### config.mk
export PLATFORM = sky130hd
export DESIGN_NAME = pwm_timer
export DESIGN_NICKNAME = d
export VERILOG_FILES = /design/src/common/pwm_timer_pkg.sv /design/src/logic/pwm_timer.sv
export VERILOG_INCLUDE_DIRS = /design/src /design/src/common
export SDC_FILE = /design/constraint.sdc
export NUM_CORES = 1
export LEC_CHECK = 0
export BUFFER_PORTS_ARGS = -buffer_cell sky130_fd_sc_hd__buf_2
export CAP_MARGIN = 20
export CORE_MARGIN = 10
export CORE_UTILIZATION = 40
export CTS_CLUSTER_DIAMETER = 200
export CTS_CLUSTER_SIZE = 10
export DETAILED_ROUTE_END_ITERATION = 10
export PLACE_DENSITY = 0.58
export SYNTH_ARGS = -nofsm -noshare
export SYNTH_HDL_FRONTEND = slang
export SYNTH_SLANG_ARGS = --single-unit
### constraint.sdc
create_clock -name clk_sys -period 4.3 [get_ports clk_sys]
set_input_delay 0.86 -clock clk_sys [delete_from_list [all_inputs] [get_ports clk_sys]]
set_output_delay 0.86 -clock clk_sys [all_outputs]
set_load 0.02 [all_outputs]
### src/common/pwm_timer_defs.svh
// register offsets, field positions and reset values of the pwm timer
`ifndef PWM_TIMER_DEFS_SVH
`define PWM_TIMER_DEFS_SVH
`define OFS_MASTER_IRQ  8'hA8
`define OFS_MODE        8'hAB
`define OFS_PERIOD_LO   8'hAC
`define OFS_PERIOD_HI   8'hAD
`define OFS_TRAIL_LO    8'hAE
`define OFS_TRAIL_HI    8'hAF
`define OFS_DUTY_LO     8'hBB
`define OFS_DUTY_HI     8'hBC
`define OFS_LEAD        8'hBD
`define OFS_CHANNEL     8'hBE
`define OFS_IRQ4        8'hD1
`define BIT_ENABLE      7
`define BIT_PRESC_HI    6
`define BIT_PRESC_LO    4
`define BIT_INV2        3
`define BIT_INV1        2
`define BIT_ONE_PULSE   0
`define BIT_GLOBAL_IRQ  7
`define BIT_OVF_IRQ_EN  7
`define BIT_OVF_FLAG    3
`define CHANNEL_MASK    8'h33
`define MODE_MASK       8'hFD
`define IRQ4_MASK       8'h88
`define RESET_BYTE      8'h00
`define PRESC_MAX       7'h7F
`define AXI_OKAY        2'h0
`define AXI_DECERR      2'h3
`endif

### src/common/pwm_timer_pkg.sv
// types shared by the pwm timer
package pwm_timer_pkg;
  typedef struct packed {
    logic [3:0] pinOut;
    logic [3:0] pinSel;
  } pin_drive_t;
  typedef enum logic [1:0] {
    WR_IDLE,
    WR_RESP
  } wr_state_t;
endpackage

### src/logic/pwm_timer.sv
// pwm timer with dead band, axi4-lite register slave
//
// Contract
// - mode bit 7 enables the timer; resets to zero.
// - mode bits 6..4 select divide 128 (000) down to divide 1 (111).
// - mode bit 3 inverts the second pair outputs.
// - mode bit 2 inverts the first pair outputs.
// - mode bit 0 selects one pulse; bit 1 reserved, zero.
// - zero period at enable stops the timer; later period writes ignored.
// - channel bits 5,4,1,0 route pins to pwm; others reserved.
// - sixteen bit period in two bytes, read write, reset zero.
// - sixteen bit duty in two bytes, read write, reset zero.
// - sixteen bit trailing dead band in two bytes, reset zero.
// - eight bit leading dead band register, reset zero.
// - irq4 bit 7 lets the overflow flag request an interrupt.
// - irq4 bit 3 is the overflow flag, cleared by writing zero.
// - master bit 7 gates the pwm interrupt request.
// - setting enable is offered to the adc as a start source.
// - cycle starts high from zero, goes low at duty match.
// - at period match set flag, reload zero, output high.
// - one pulse clears enable after first cycle, pins back to gpio.
// - dead bands cut both ends of the pulse; too long means no pulse.
`timescale 1ns/1ps
`include "pwm_timer_defs.svh"

module pwm_timer (
  input  wire logic                     clk_sys,
  input  wire logic                     sys_rst,
  input  wire logic [9:0]               s_axi_awaddr,
  input  wire logic                     s_axi_awvalid,
  output logic                          s_axi_awready,
  input  wire logic [31:0]              s_axi_wdata,
  input  wire logic [3:0]               s_axi_wstrb,
  input  wire logic                     s_axi_wvalid,
  output logic                          s_axi_wready,
  output logic [1:0]                    s_axi_bresp,
  output logic                          s_axi_bvalid,
  input  wire logic                     s_axi_bready,
  input  wire logic [9:0]               s_axi_araddr,
  input  wire logic                     s_axi_arvalid,
  output logic                          s_axi_arready,
  output logic [31:0]                   s_axi_rdata,
  output logic [1:0]                    s_axi_rresp,
  output logic                          s_axi_rvalid,
  input  wire logic                     s_axi_rready,
  input  wire logic [3:0]               gpioOut,
  output pwm_timer_pkg::pin_drive_t     pinDrive,
  output logic                          pwmIrq,
  output logic                          adcStart
);
  import pwm_timer_pkg::*;

  // ****************************************
  // registers
  // ****************************************
  logic [7:0]  modeReg;
  logic [7:0]  channelReg;
  logic [15:0] periodReg;
  logic [15:0] dutyReg;
  logic [15:0] trailReg;
  logic [7:0]  leadReg;
  logic        globalIrqEnReg;
  logic        ovfIrqEnReg;
  logic        ovfFlagReg;
  logic [15:0] countReg;
  logic [6:0]  prescReg;
  logic        stoppedReg;
  logic        enablePrevReg;
  logic        runReg;
  logic [3:0]  pinOutReg;
  logic [3:0]  pinSelReg;

  logic        awHeld;
  logic        wHeld;
  logic [9:0]  awAddrReg;
  logic [31:0] wDataReg;
  logic        wStrbReg;
  wr_state_t   wrState;
  logic        rValidReg;
  logic [31:0] rDataReg;
  logic [1:0]  rRespReg;
  logic [1:0]  bRespReg;

  // ****************************************
  // address decode
  // ****************************************
  function automatic logic isMapped(input logic [7:0] a);
    isMapped = (a == `OFS_MASTER_IRQ) || (a == `OFS_MODE) || (a == `OFS_PERIOD_LO)
            || (a == `OFS_PERIOD_HI) || (a == `OFS_TRAIL_LO) || (a == `OFS_TRAIL_HI)
            || (a == `OFS_DUTY_LO) || (a == `OFS_DUTY_HI) || (a == `OFS_LEAD)
            || (a == `OFS_CHANNEL) || (a == `OFS_IRQ4);
  endfunction

  // printed offsets are not word aligned: byte address is four times the index
  function automatic logic [7:0] regIndex(input logic [9:0] byteAddr);
    regIndex = byteAddr[9:2];
  endfunction

  // ****************************************
  // axi write channel
  // ****************************************
  assign s_axi_awready = !awHeld && (wrState == WR_IDLE);
  assign s_axi_wready  = !wHeld && (wrState == WR_IDLE);
  assign s_axi_bvalid  = (wrState == WR_RESP);
  assign s_axi_bresp   = bRespReg;

  logic       wrFire;
  logic [7:0] wrIdx;
  logic [7:0] wrByte;
  assign wrFire = awHeld && wHeld && (wrState == WR_IDLE);
  assign wrIdx  = regIndex(awAddrReg);
  assign wrByte = wDataReg[7:0];

  always_ff @(posedge clk_sys) begin
    if (sys_rst) begin
      awHeld    <= 1'b0;
      wHeld     <= 1'b0;
      awAddrReg <= 10'h000;
      wDataReg  <= 32'h0000_0000;
      wStrbReg  <= 1'b0;
      wrState   <= WR_IDLE;
      bRespReg  <= `AXI_OKAY;
    end else begin
      if (s_axi_awvalid && s_axi_awready) begin
        awHeld    <= 1'b1;
        awAddrReg <= s_axi_awaddr;
      end
      if (s_axi_wvalid && s_axi_wready) begin
        wHeld    <= 1'b1;
        wDataReg <= s_axi_wdata;
        wStrbReg <= s_axi_wstrb[0];
      end
      if (wrFire) begin
        awHeld   <= 1'b0;
        wHeld    <= 1'b0;
        wrState  <= WR_RESP;
        bRespReg <= isMapped(wrIdx) ? `AXI_OKAY : `AXI_DECERR;
      end else if (wrState == WR_RESP && s_axi_bready) begin
        wrState <= WR_IDLE;
      end
    end
  end

  logic wrEn;
  assign wrEn = wrFire && wStrbReg;

  // ****************************************
  // counter side signals
  // ****************************************
  logic        tick;
  logic        periodHit;
  logic        enableRise;
  logic        onePulseEnd;
  logic        runNext;
  assign tick        = (prescReg == 7'h00);
  // counter runs 0 .. period-1, so one cycle lasts exactly period ticks
  assign periodHit   = runReg && tick && (countReg == (periodReg - 16'h0001));
  assign enableRise  = modeReg[`BIT_ENABLE] && !enablePrevReg;
  assign onePulseEnd = periodHit && modeReg[`BIT_ONE_PULSE];
  assign runNext     = modeReg[`BIT_ENABLE] && !stoppedReg
                       && !(enableRise && periodReg == 16'h0000);

  // ****************************************
  // register writes
  // ****************************************
  always_ff @(posedge clk_sys) begin
    if (sys_rst) begin
      modeReg <= `RESET_BYTE;
    end else if (wrEn && wrIdx == `OFS_MODE) begin
      modeReg <= wrByte & `MODE_MASK;
    end else if (onePulseEnd) begin
      modeReg[`BIT_ENABLE] <= 1'b0;
    end
  end

  always_ff @(posedge clk_sys) begin
    if (sys_rst) begin
      channelReg     <= `RESET_BYTE;
      dutyReg        <= 16'h0000;
      trailReg       <= 16'h0000;
      leadReg        <= `RESET_BYTE;
      globalIrqEnReg <= 1'b0;
      ovfIrqEnReg    <= 1'b0;
    end else if (wrEn) begin
      unique case (wrIdx)
        `OFS_CHANNEL:    channelReg <= wrByte & `CHANNEL_MASK;
        `OFS_DUTY_LO:    dutyReg[7:0] <= wrByte;
        `OFS_DUTY_HI:    dutyReg[15:8] <= wrByte;
        `OFS_TRAIL_LO:   trailReg[7:0] <= wrByte;
        `OFS_TRAIL_HI:   trailReg[15:8] <= wrByte;
        `OFS_LEAD:       leadReg <= wrByte;
        `OFS_MASTER_IRQ: globalIrqEnReg <= wrByte[`BIT_GLOBAL_IRQ];
        `OFS_IRQ4:       ovfIrqEnReg <= wrByte[`BIT_OVF_IRQ_EN];
        default: begin
        end
      endcase
    end
  end

  // a zero period seen at enable locks the period until reset
  always_ff @(posedge clk_sys) begin
    if (sys_rst) begin
      periodReg  <= 16'h0000;
      stoppedReg <= 1'b0;
    end else begin
      if (enableRise && periodReg == 16'h0000) begin
        stoppedReg <= 1'b1;
      end
      if (wrEn && !stoppedReg && wrIdx == `OFS_PERIOD_LO) begin
        periodReg[7:0] <= wrByte;
      end
      if (wrEn && !stoppedReg && wrIdx == `OFS_PERIOD_HI) begin
        periodReg[15:8] <= wrByte;
      end
    end
  end

  // set wins over a software clear in the same cycle
  always_ff @(posedge clk_sys) begin
    if (sys_rst) begin
      ovfFlagReg <= 1'b0;
    end else if (periodHit) begin
      ovfFlagReg <= 1'b1;
    end else if (wrEn && wrIdx == `OFS_IRQ4) begin
      ovfFlagReg <= wrByte[`BIT_OVF_FLAG];
    end
  end

  assign pwmIrq = ovfFlagReg && ovfIrqEnReg && globalIrqEnReg;

  // ****************************************
  // prescaler and counter
  // ****************************************
  function automatic logic [6:0] prescLoad(input logic [2:0] sel);
    prescLoad = 7'(`PRESC_MAX >> sel);
  endfunction

  always_ff @(posedge clk_sys) begin
    if (sys_rst || !runReg || tick) begin
      prescReg <= prescLoad(modeReg[`BIT_PRESC_HI:`BIT_PRESC_LO]);
    end else begin
      prescReg <= prescReg - 7'h01;
    end
  end

  always_ff @(posedge clk_sys) begin
    if (sys_rst) begin
      enablePrevReg <= 1'b0;
      runReg        <= 1'b0;
      countReg      <= 16'h0000;
    end else begin
      enablePrevReg <= modeReg[`BIT_ENABLE];
      runReg        <= runNext;
      if (!runReg || periodHit) begin
        countReg <= 16'h0000;
      end else if (tick) begin
        countReg <= countReg + 16'h0001;
      end
    end
  end

  assign adcStart = enableRise;

  // ****************************************
  // waveform and pins
  // ****************************************
  logic waveHigh;
  logic [3:0] invVec;
  always_comb begin
    // high from zero until duty match, minus both dead bands
    waveHigh = (countReg < dutyReg)
               && (countReg >= {8'h00, leadReg})
               && (countReg < (dutyReg - trailReg))
               && ({8'h00, leadReg} < (dutyReg - trailReg))
               && (trailReg <= dutyReg);
  end
  assign invVec = {{2{modeReg[`BIT_INV2]}}, {2{modeReg[`BIT_INV1]}}};

  logic [3:0] selVec;
  assign selVec = {channelReg[5:4], channelReg[1:0]};

  // selection changes only at cycle start so no runt pulse reaches the pin
  logic cycleStart;
  // pins switch together with the first count, so the first pulse is not cut short
  assign cycleStart = !runReg || periodHit;

  genvar gi;
  generate
    for (gi = 0; gi < 4; gi++) begin : g_pin
      always_ff @(posedge clk_sys) begin
        if (sys_rst) begin
          pinSelReg[gi] <= 1'b0;
          pinOutReg[gi] <= 1'b0;
        end else begin
          if (cycleStart) begin
            pinSelReg[gi] <= selVec[gi] && runNext && !onePulseEnd;
          end
          pinOutReg[gi] <= (pinSelReg[gi] ? waveHigh : 1'b0) ^ invVec[gi];
        end
      end
      assign pinDrive.pinOut[gi] = pinSelReg[gi] ? pinOutReg[gi] : gpioOut[gi];
      assign pinDrive.pinSel[gi] = pinSelReg[gi];
    end
  endgenerate

  // ****************************************
  // axi read channel
  // ****************************************
  logic [7:0] rdIdx;
  logic [7:0] rdByte;
  assign rdIdx = regIndex(s_axi_araddr);
  always_comb begin
    unique case (rdIdx)
      `OFS_MODE:       rdByte = modeReg;
      `OFS_CHANNEL:    rdByte = channelReg;
      `OFS_PERIOD_LO:  rdByte = periodReg[7:0];
      `OFS_PERIOD_HI:  rdByte = periodReg[15:8];
      `OFS_DUTY_LO:    rdByte = dutyReg[7:0];
      `OFS_DUTY_HI:    rdByte = dutyReg[15:8];
      `OFS_TRAIL_LO:   rdByte = trailReg[7:0];
      `OFS_TRAIL_HI:   rdByte = trailReg[15:8];
      `OFS_LEAD:       rdByte = leadReg;
      `OFS_MASTER_IRQ: rdByte = {globalIrqEnReg, 7'h00};
      `OFS_IRQ4:       rdByte = {ovfIrqEnReg, 3'h0, ovfFlagReg, 3'h0};
      default:         rdByte = 8'h00;
    endcase
  end

  assign s_axi_arready = !rValidReg;
  assign s_axi_rvalid  = rValidReg;
  assign s_axi_rdata   = rDataReg;
  assign s_axi_rresp   = rRespReg;

  always_ff @(posedge clk_sys) begin
    if (sys_rst) begin
      rValidReg <= 1'b0;
      rDataReg  <= 32'h0000_0000;
      rRespReg  <= `AXI_OKAY;
    end else if (s_axi_arvalid && !rValidReg) begin
      rValidReg <= 1'b1;
      rDataReg  <= {24'h00_0000, rdByte};
      rRespReg  <= isMapped(rdIdx) ? `AXI_OKAY : `AXI_DECERR;
    end else if (rValidReg && s_axi_rready) begin
      rValidReg <= 1'b0;
    end
  end

endmodule // pwm_timer

# After elaboration in Yosys (flattened, before gate mapping)
# Cells that the tools add are included.
totals:
  register_bits: 139
  in_bits: 67
op_classes:
  order_cmp: 5
  n_shift: 1
  bitwise: 4
  reduce_logical: 84
  n_addsub: 4
  n_mux: 20
  n_eq_ne: 23
op_table:
  columns: ["operator", "count"]
  rows:
  - ["$eq A8 B8 Y1 const B", 22]
  - ["$pmux W8 S11", 1]
  - ["$logic_and A1 B1 Y1", 36]
  - ["$lt A16 B16 Y1", 2]
  - ["$logic_or A1 B1 Y1", 23]
  - ["$add A16 B1 Y16 const B", 1]
  - ["$eq A16 B16 Y1", 1]
  - ["$ge A16 B8 Y1", 1]
  - ["$le A16 B16 Y1", 1]
  - ["$logic_not A16 Y1", 1]
  - ["$lt A8 B16 Y1", 1]
  - ["$mux W1", 16]
  - ["$reduce_and A2 Y1", 8]
  - ["$sub A16 B1 Y16 const B", 1]
  - ["$sub A16 B16 Y16", 1]
  - ["$logic_not A1 Y1", 8]
  - ["$reduce_bool A2 Y1", 4]
  - ["$logic_not A7 Y1", 1]
  - ["$mux W7", 1]
  - ["$shr A7 B3 Y7 const A", 1]
  - ["$sub A7 B1 Y7 const B", 1]
  - ["$mux W2", 2]
  - ["$reduce_or A2 Y1", 2]
  - ["$xor A1 B1 Y1", 4]
  - ["$logic_not A2 Y1", 1]

# Longest topological paths before layout
depth:
  ltp_word: 12
  ltp_mapped: 20
  mapped_depth_nobuf: 19

# Worst setup path after synthesis
# Ideal clock, no wire load.
synth_path:
  path_type: "reg2reg"
  startpoint: "register dutyReg[0]"
  endpoint: "register pinOutReg[0]"
  setup_time_ns: 0.140
  t_required_ns: 4.160
  period_less_slack_ns: 4.226
  stages_incl_launch_ff: 21
  path_buffers: 1
  t_arrival_ns: 4.086
  setup_slack_ns: 0.074
  path_cell_list: "dfxtp_1 inv_1 ha_1 inv_1 fa_1 a21oi_1 o22ai_1 o41ai_1 o21bai_1 nor3b_1 and3b_1 inv_1 ha_1 nor2b_1 o21ai_0 nand4b_1 a2111oi_0 and3b_1 clkbuf_1 a211o_1 nand4_1"
synth_via:
  elab_chain_cells: 7
  word_cells_on_any_way: 11
synth_rtl:
  columns: ["item", "line_no", "source"]
  rows:
  - ["from (decl)", "pwm_timer.sv:59", "logic [15:0] dutyReg;"]
  - ["from (signal assigned)", "pwm_timer.sv:187", "`OFS_DUTY_LO: dutyReg[7:0] <= wrByte;"]
  - ["$sub A16 B16 Y16 or $lt A16 B16 Y1 (tied branches)", "pwm_timer.sv:273, pwm_timer.sv:274, pwm_timer.sv:271", null]
  - ["$lt A16 B16 Y1 or $logic_and A1 B1 Y1 (tied branches)", "pwm_timer.sv:273, pwm_timer.sv:272", null]
  - ["$logic_and A1 B1 Y1", "pwm_timer.sv:273", "&& (countReg < (dutyReg - trailReg))"]
  - ["$logic_and A1 B1 Y1", "pwm_timer.sv:274", "&& ({8'h00, leadReg} < (dutyReg - trailReg))"]
  - ["$logic_and A1 B1 Y1 (*)", "pwm_timer.sv:275", "&& (trailReg <= dutyReg);"]
  - ["$mux W1 (*)", "pwm_timer.sv:298", "pinOutReg[gi] <= (pinSelReg[gi] ? waveHigh : 1'b0) ^ invVec[gi];"]
  - ["$xor A1 B1 Y1 (*)", "pwm_timer.sv:298", null]
  - ["to (signal, indexed assignment)", "pwm_timer.sv:298", null]
  - ["to (decl)", "pwm_timer.sv:70", "logic [3:0] pinOutReg;"]
# Mark *: on every way between the ends. The rest lies on a longest branch, timed or not.
# A chain may end at the register's enable or synchronous reset.

# Worst setup path in the final report
layout_path:
  startpoint: "register dutyReg[0]"
  endpoint: "register pinOutReg[1]"
# The elaborated chain is that of the path after synthesis.

==> results.md <==
* Clock Tree Root: clkbuf_16
* DRT Pass-1 Iters at 5
* Critical Path End: pinOutReg[1]
* Flop2flop setup slack at 360 ps
* Initial antenna violation count at 1
* Distinct cell type count of the synthesized netlist at between 70 and 80
* LEAKAGE at 4.16 nW
* Post-Route WL at approximately 26,000 um
* # IOs at between 100 and 150
* Switching share of power at between 20% and 30%
* Worst EP required at ~4600 ps
* Period utilization at about nine tenths
* Clock Skews at between 15 and 20 ps
* PortBufs at 62
* Cts hold-fix bufs at 0
* Highest ir drop seen on vdd at about 0.26 mV
* Mapped cell area at 8690 um^2
* Final hold vios at 0
* CTS Buffer Depth at 2
* Gpl congestion at 0.922
* Largest net degree at the start of global routing at 73
* Post-synthesis sequential area ratio at between 30% and 40%
* Post-synthesis async set-or-reset flop share at 0%
* R2R Path Start: dutyReg[0]
* Critical path type: flip-flop to flip-flop
* CTS H-tree lvls at 4
* Total CTS buffers at 17
* Reg-to-reg endpoint: pinOutReg[1]
* Clock Latency Late Sink at 430 ps
* Die area at between 20,000 and 30,000 um^2
* Rel. slew slack at 29.7%
* Die H at 167 um
* Clk pin slew, worst setup/hold paths at 70 ps
* Grt total ovfl at 0
* Hold Path Class: flip-flop to flip-flop
* GRT Total Usage at a little under a fifth
* Post-layout min period at just under 4000 ps
* Reg2Reg Depth at 21
* Avg WL per Cell at around 19 um
* Post-DP HPWL at between 15,000 and 20,000 um
* NumNets Final at roughly 1,200
* CTS tree: done
* NetSw at between 700 and 800 uW
* Number of enable flip-flop cells after synthesis at 0
* Count of warnings emitted by yosys at 0
* CORE AREA at 21,200 um^2
* Synthesized area per cell at 8.15 um^2
* Primary FF master, synth: dfxtp_1
* CP endpoint kind: flip-flop
* Crit path DAT at between 4000 and 5000 ps
* Vias in the first global route at ~7,200
* Max-cap violations at 0
* Status: finished, final reports clean
* DR vias/cell at roughly 5.5
* Max Freq at approximately 0.25 GHz
* Clock share of power at just under 50%
* Pint at slightly above 2 mW
* Tot Pwr at roughly 2.8 mW
* Placed Cells at 1,357
* CP Launch Type: flip-flop
* First-pass GRT wire length at roughly 40,000 um
* # rows at between 50 and 60
* Post-route DRC at 0
* CP startpoint: dutyReg[0]
* Number of setup violations in the final report at 0
* Pins Over Slew Limit at 0
* Vias at roughly 7,700
* Post-route setup TNS at 0 ps
* Die W at 167 um
* Combinational Power Share at 4.9%
* Power per cell area at ~290 nW/um^2
* Initial drt markers at about 740
* CP Max Fanout at 12
* Mapped Cells at 1,066
* Starting Density at around two fifths
* Synthesized flop and latch total at 135
* Layout cells sized above 1 at a little under an eighth
* Post-route insts no fill at 1,394
* Area delta synth->final at 12.2%
* RSZ-0062 raised after global routing: no
* Reg power frac at a little under half
* Fin Hold WS at approximately 450 ps
* Slew of the pin with the lowest slew margin at between 1000 and 1500 ps
* # clock sinks at around 140
* ANT nets after route at 0
[worst min-delay path by stage]
stage                   startpoint        endpoint  slack (ps)  cells after the start
floorplan              prescReg[0]     prescReg[0]         420                      1
global placement    s_axi_rdata[0]  s_axi_rdata[0]         440                      2
detailed placement  s_axi_rdata[0]  s_axi_rdata[0]         450                      2
CTS                 s_axi_rdata[1]  s_axi_rdata[1]         460                      2
global route           prescReg[0]     prescReg[0]         470                      1
finish                 prescReg[0]     prescReg[0]         450                      1
[logic make-up (layout without fill, tap and decap cells)]
group,after synthesis,count (layout),synth area share [%]
multiplexers,84,84,10.1
adder cells (fa/ha/maj),66,66,9.59
XOR/XNOR,50,50,5.04
other,1,26,0.0432
flip-flops,135,135,31.1
AND/OR/NAND/NOR,384,384,21.6
buffers and inverters,153,181,7.83
AO/OA/AOI/OAI,193,193,14.7
[area by class of cell]
type / instances / area (um^2)
Clock buffer: 19 / 443
Antenna cell: 2 / 5.00
Fill cell: 2136 / 11500
Inverter: 72 / 270
Timing Repair Buffer: 77 / 438
Tap cell: 275 / 344
Sequential cell: 135 / 2700
Clock inverter: 13 / 113
Multi-Input combinational cell: 801 / 5430
[layout by cell type, fill, tap and decap left out, types with 9 or more instances in the layout]
cell	Yosys	layout
clkbuf_16	0	17
nor3_1	23	23
mux2i_1	75	75
nor2_1	141	141
buf_4	26	15
nand3_1	28	28
o21a_1	9	9
buf_2	1	61
and3_1	9	9
nor2b_1	10	10
a21oi_1	58	57
xor2_1	23	22
ha_1	65	65
a22oi_1	19	19
xnor2_1	27	27
nor4_1	10	9
a21o_1	11	11
nand2_1	86	86
inv_1	72	72
nand4_1	25	25
dfxtp_1	135	135
conb_1	1	24
o21ai_0	30	28
[layer usage]
layer | wire length, um | part of all wire (%) | track usage [%] | vias up
met5 | 0 | 0 | 0 | -
met2 | 11500 | 44 | 27.9 | 225
li1 | - | - | - | 3795
met3 | 1730 | 6.7 | 4.19 | 54
met4 | 873 | 3.4 | 7.95 | 0
met1 | 11900 | 46 | 23.6 | 3628
[synthesized netlist by cell type (6+ instances only)]
| cell | instances | area, um^2 |
|---|---|---|
| mux2i_1 | 75 | 751 |
| inv_1 | 72 | 270 |
| buf_4 | 26 | 195 |
| a31oi_1 | 6 | 37.5 |
| o21ai_0 | 30 | 150 |
| nor3_1 | 23 | 115 |
| nand2_1 | 86 | 323 |
| nor2_1 | 141 | 529 |
| a21o_1 | 11 | 82.6 |
| xnor2_1 | 27 | 236 |
| mux2_2 | 7 | 78.8 |
| xor2_1 | 23 | 201 |
| nor2b_1 | 10 | 62.6 |
| nand4_1 | 25 | 156 |
| a221oi_1 | 7 | 61.3 |
| a22oi_1 | 19 | 143 |
| o21a_1 | 9 | 67.6 |
| ha_1 | 65 | 813 |
| nand3_1 | 28 | 140 |
| buf_1 | 6 | 22.5 |
| and3_1 | 9 | 56.3 |
| dfxtp_1 | 135 | 2700 |
| a21oi_1 | 58 | 290 |
| clkbuf_1 | 47 | 176 |
| or3_1 | 8 | 50.1 |
| nand2b_1 | 7 | 43.8 |
| nor4_1 | 10 | 62.6 |
[state kept, by name (all words and copies together), names as in the netlist, 4 cells and up]
register	count
pinOutReg	4
prescReg	7
countReg	16
dutyReg	16
awAddrReg	8
modeReg	7
leadReg	8
s_axi_rdata	8
pinDrive	4
channelReg	4
periodReg	16
trailReg	16
wDataReg	8
[stage by stage]
stage	utilization (%)	setup WS, ps	instance area [um^2]
floorplan	-	73.9	8780
global placement	43.0	203	9130
detailed placement	43.0	170	9130
CTS	45.6	143	9680
global route	45.9	3.00	9750
finish	45.9	355	9750
[worst max-delay path, cell delays in order, from the launching register on]
cell       delay [ps]
dfxtp_1           330
inv_1              80
ha_1              170
inv_1              60
fa_2              360
a21oi_2           190
o22ai_2           110
o41ai_2           210
buf_4             180
o21bai_1          120
nor3b_1           200
and3b_1           210
inv_1             100
ha_1              250
nor2b_1           130
o21ai_1           120
nand4b_1          170
a2111oi_2         220
and3b_2           250
buf_12            130
a211o_1           130
nand4_1            90
[power by group through the flow]
stage | logic, mW | registers, mW | clock network, mW
floorplan | 0.126 | 1.30 | 0
global placement | 0.135 | 1.32 | 0
detailed placement | 0.136 | 1.32 | 0
CTS | 0.137 | 1.30 | 1.41
global route | 0.152 | 1.30 | 1.46
finish | 0.137 | 1.30 | 1.39
[timing repair]
| action | 4_1_cts | 5_1_grt |
|---|---|---|
| resized for setup | 0 | 10 |
| buffers inserted | 0 | 3 |
| setup endpoints to repair | 0 | 4 |
Power figures use the tool's default switching activity.
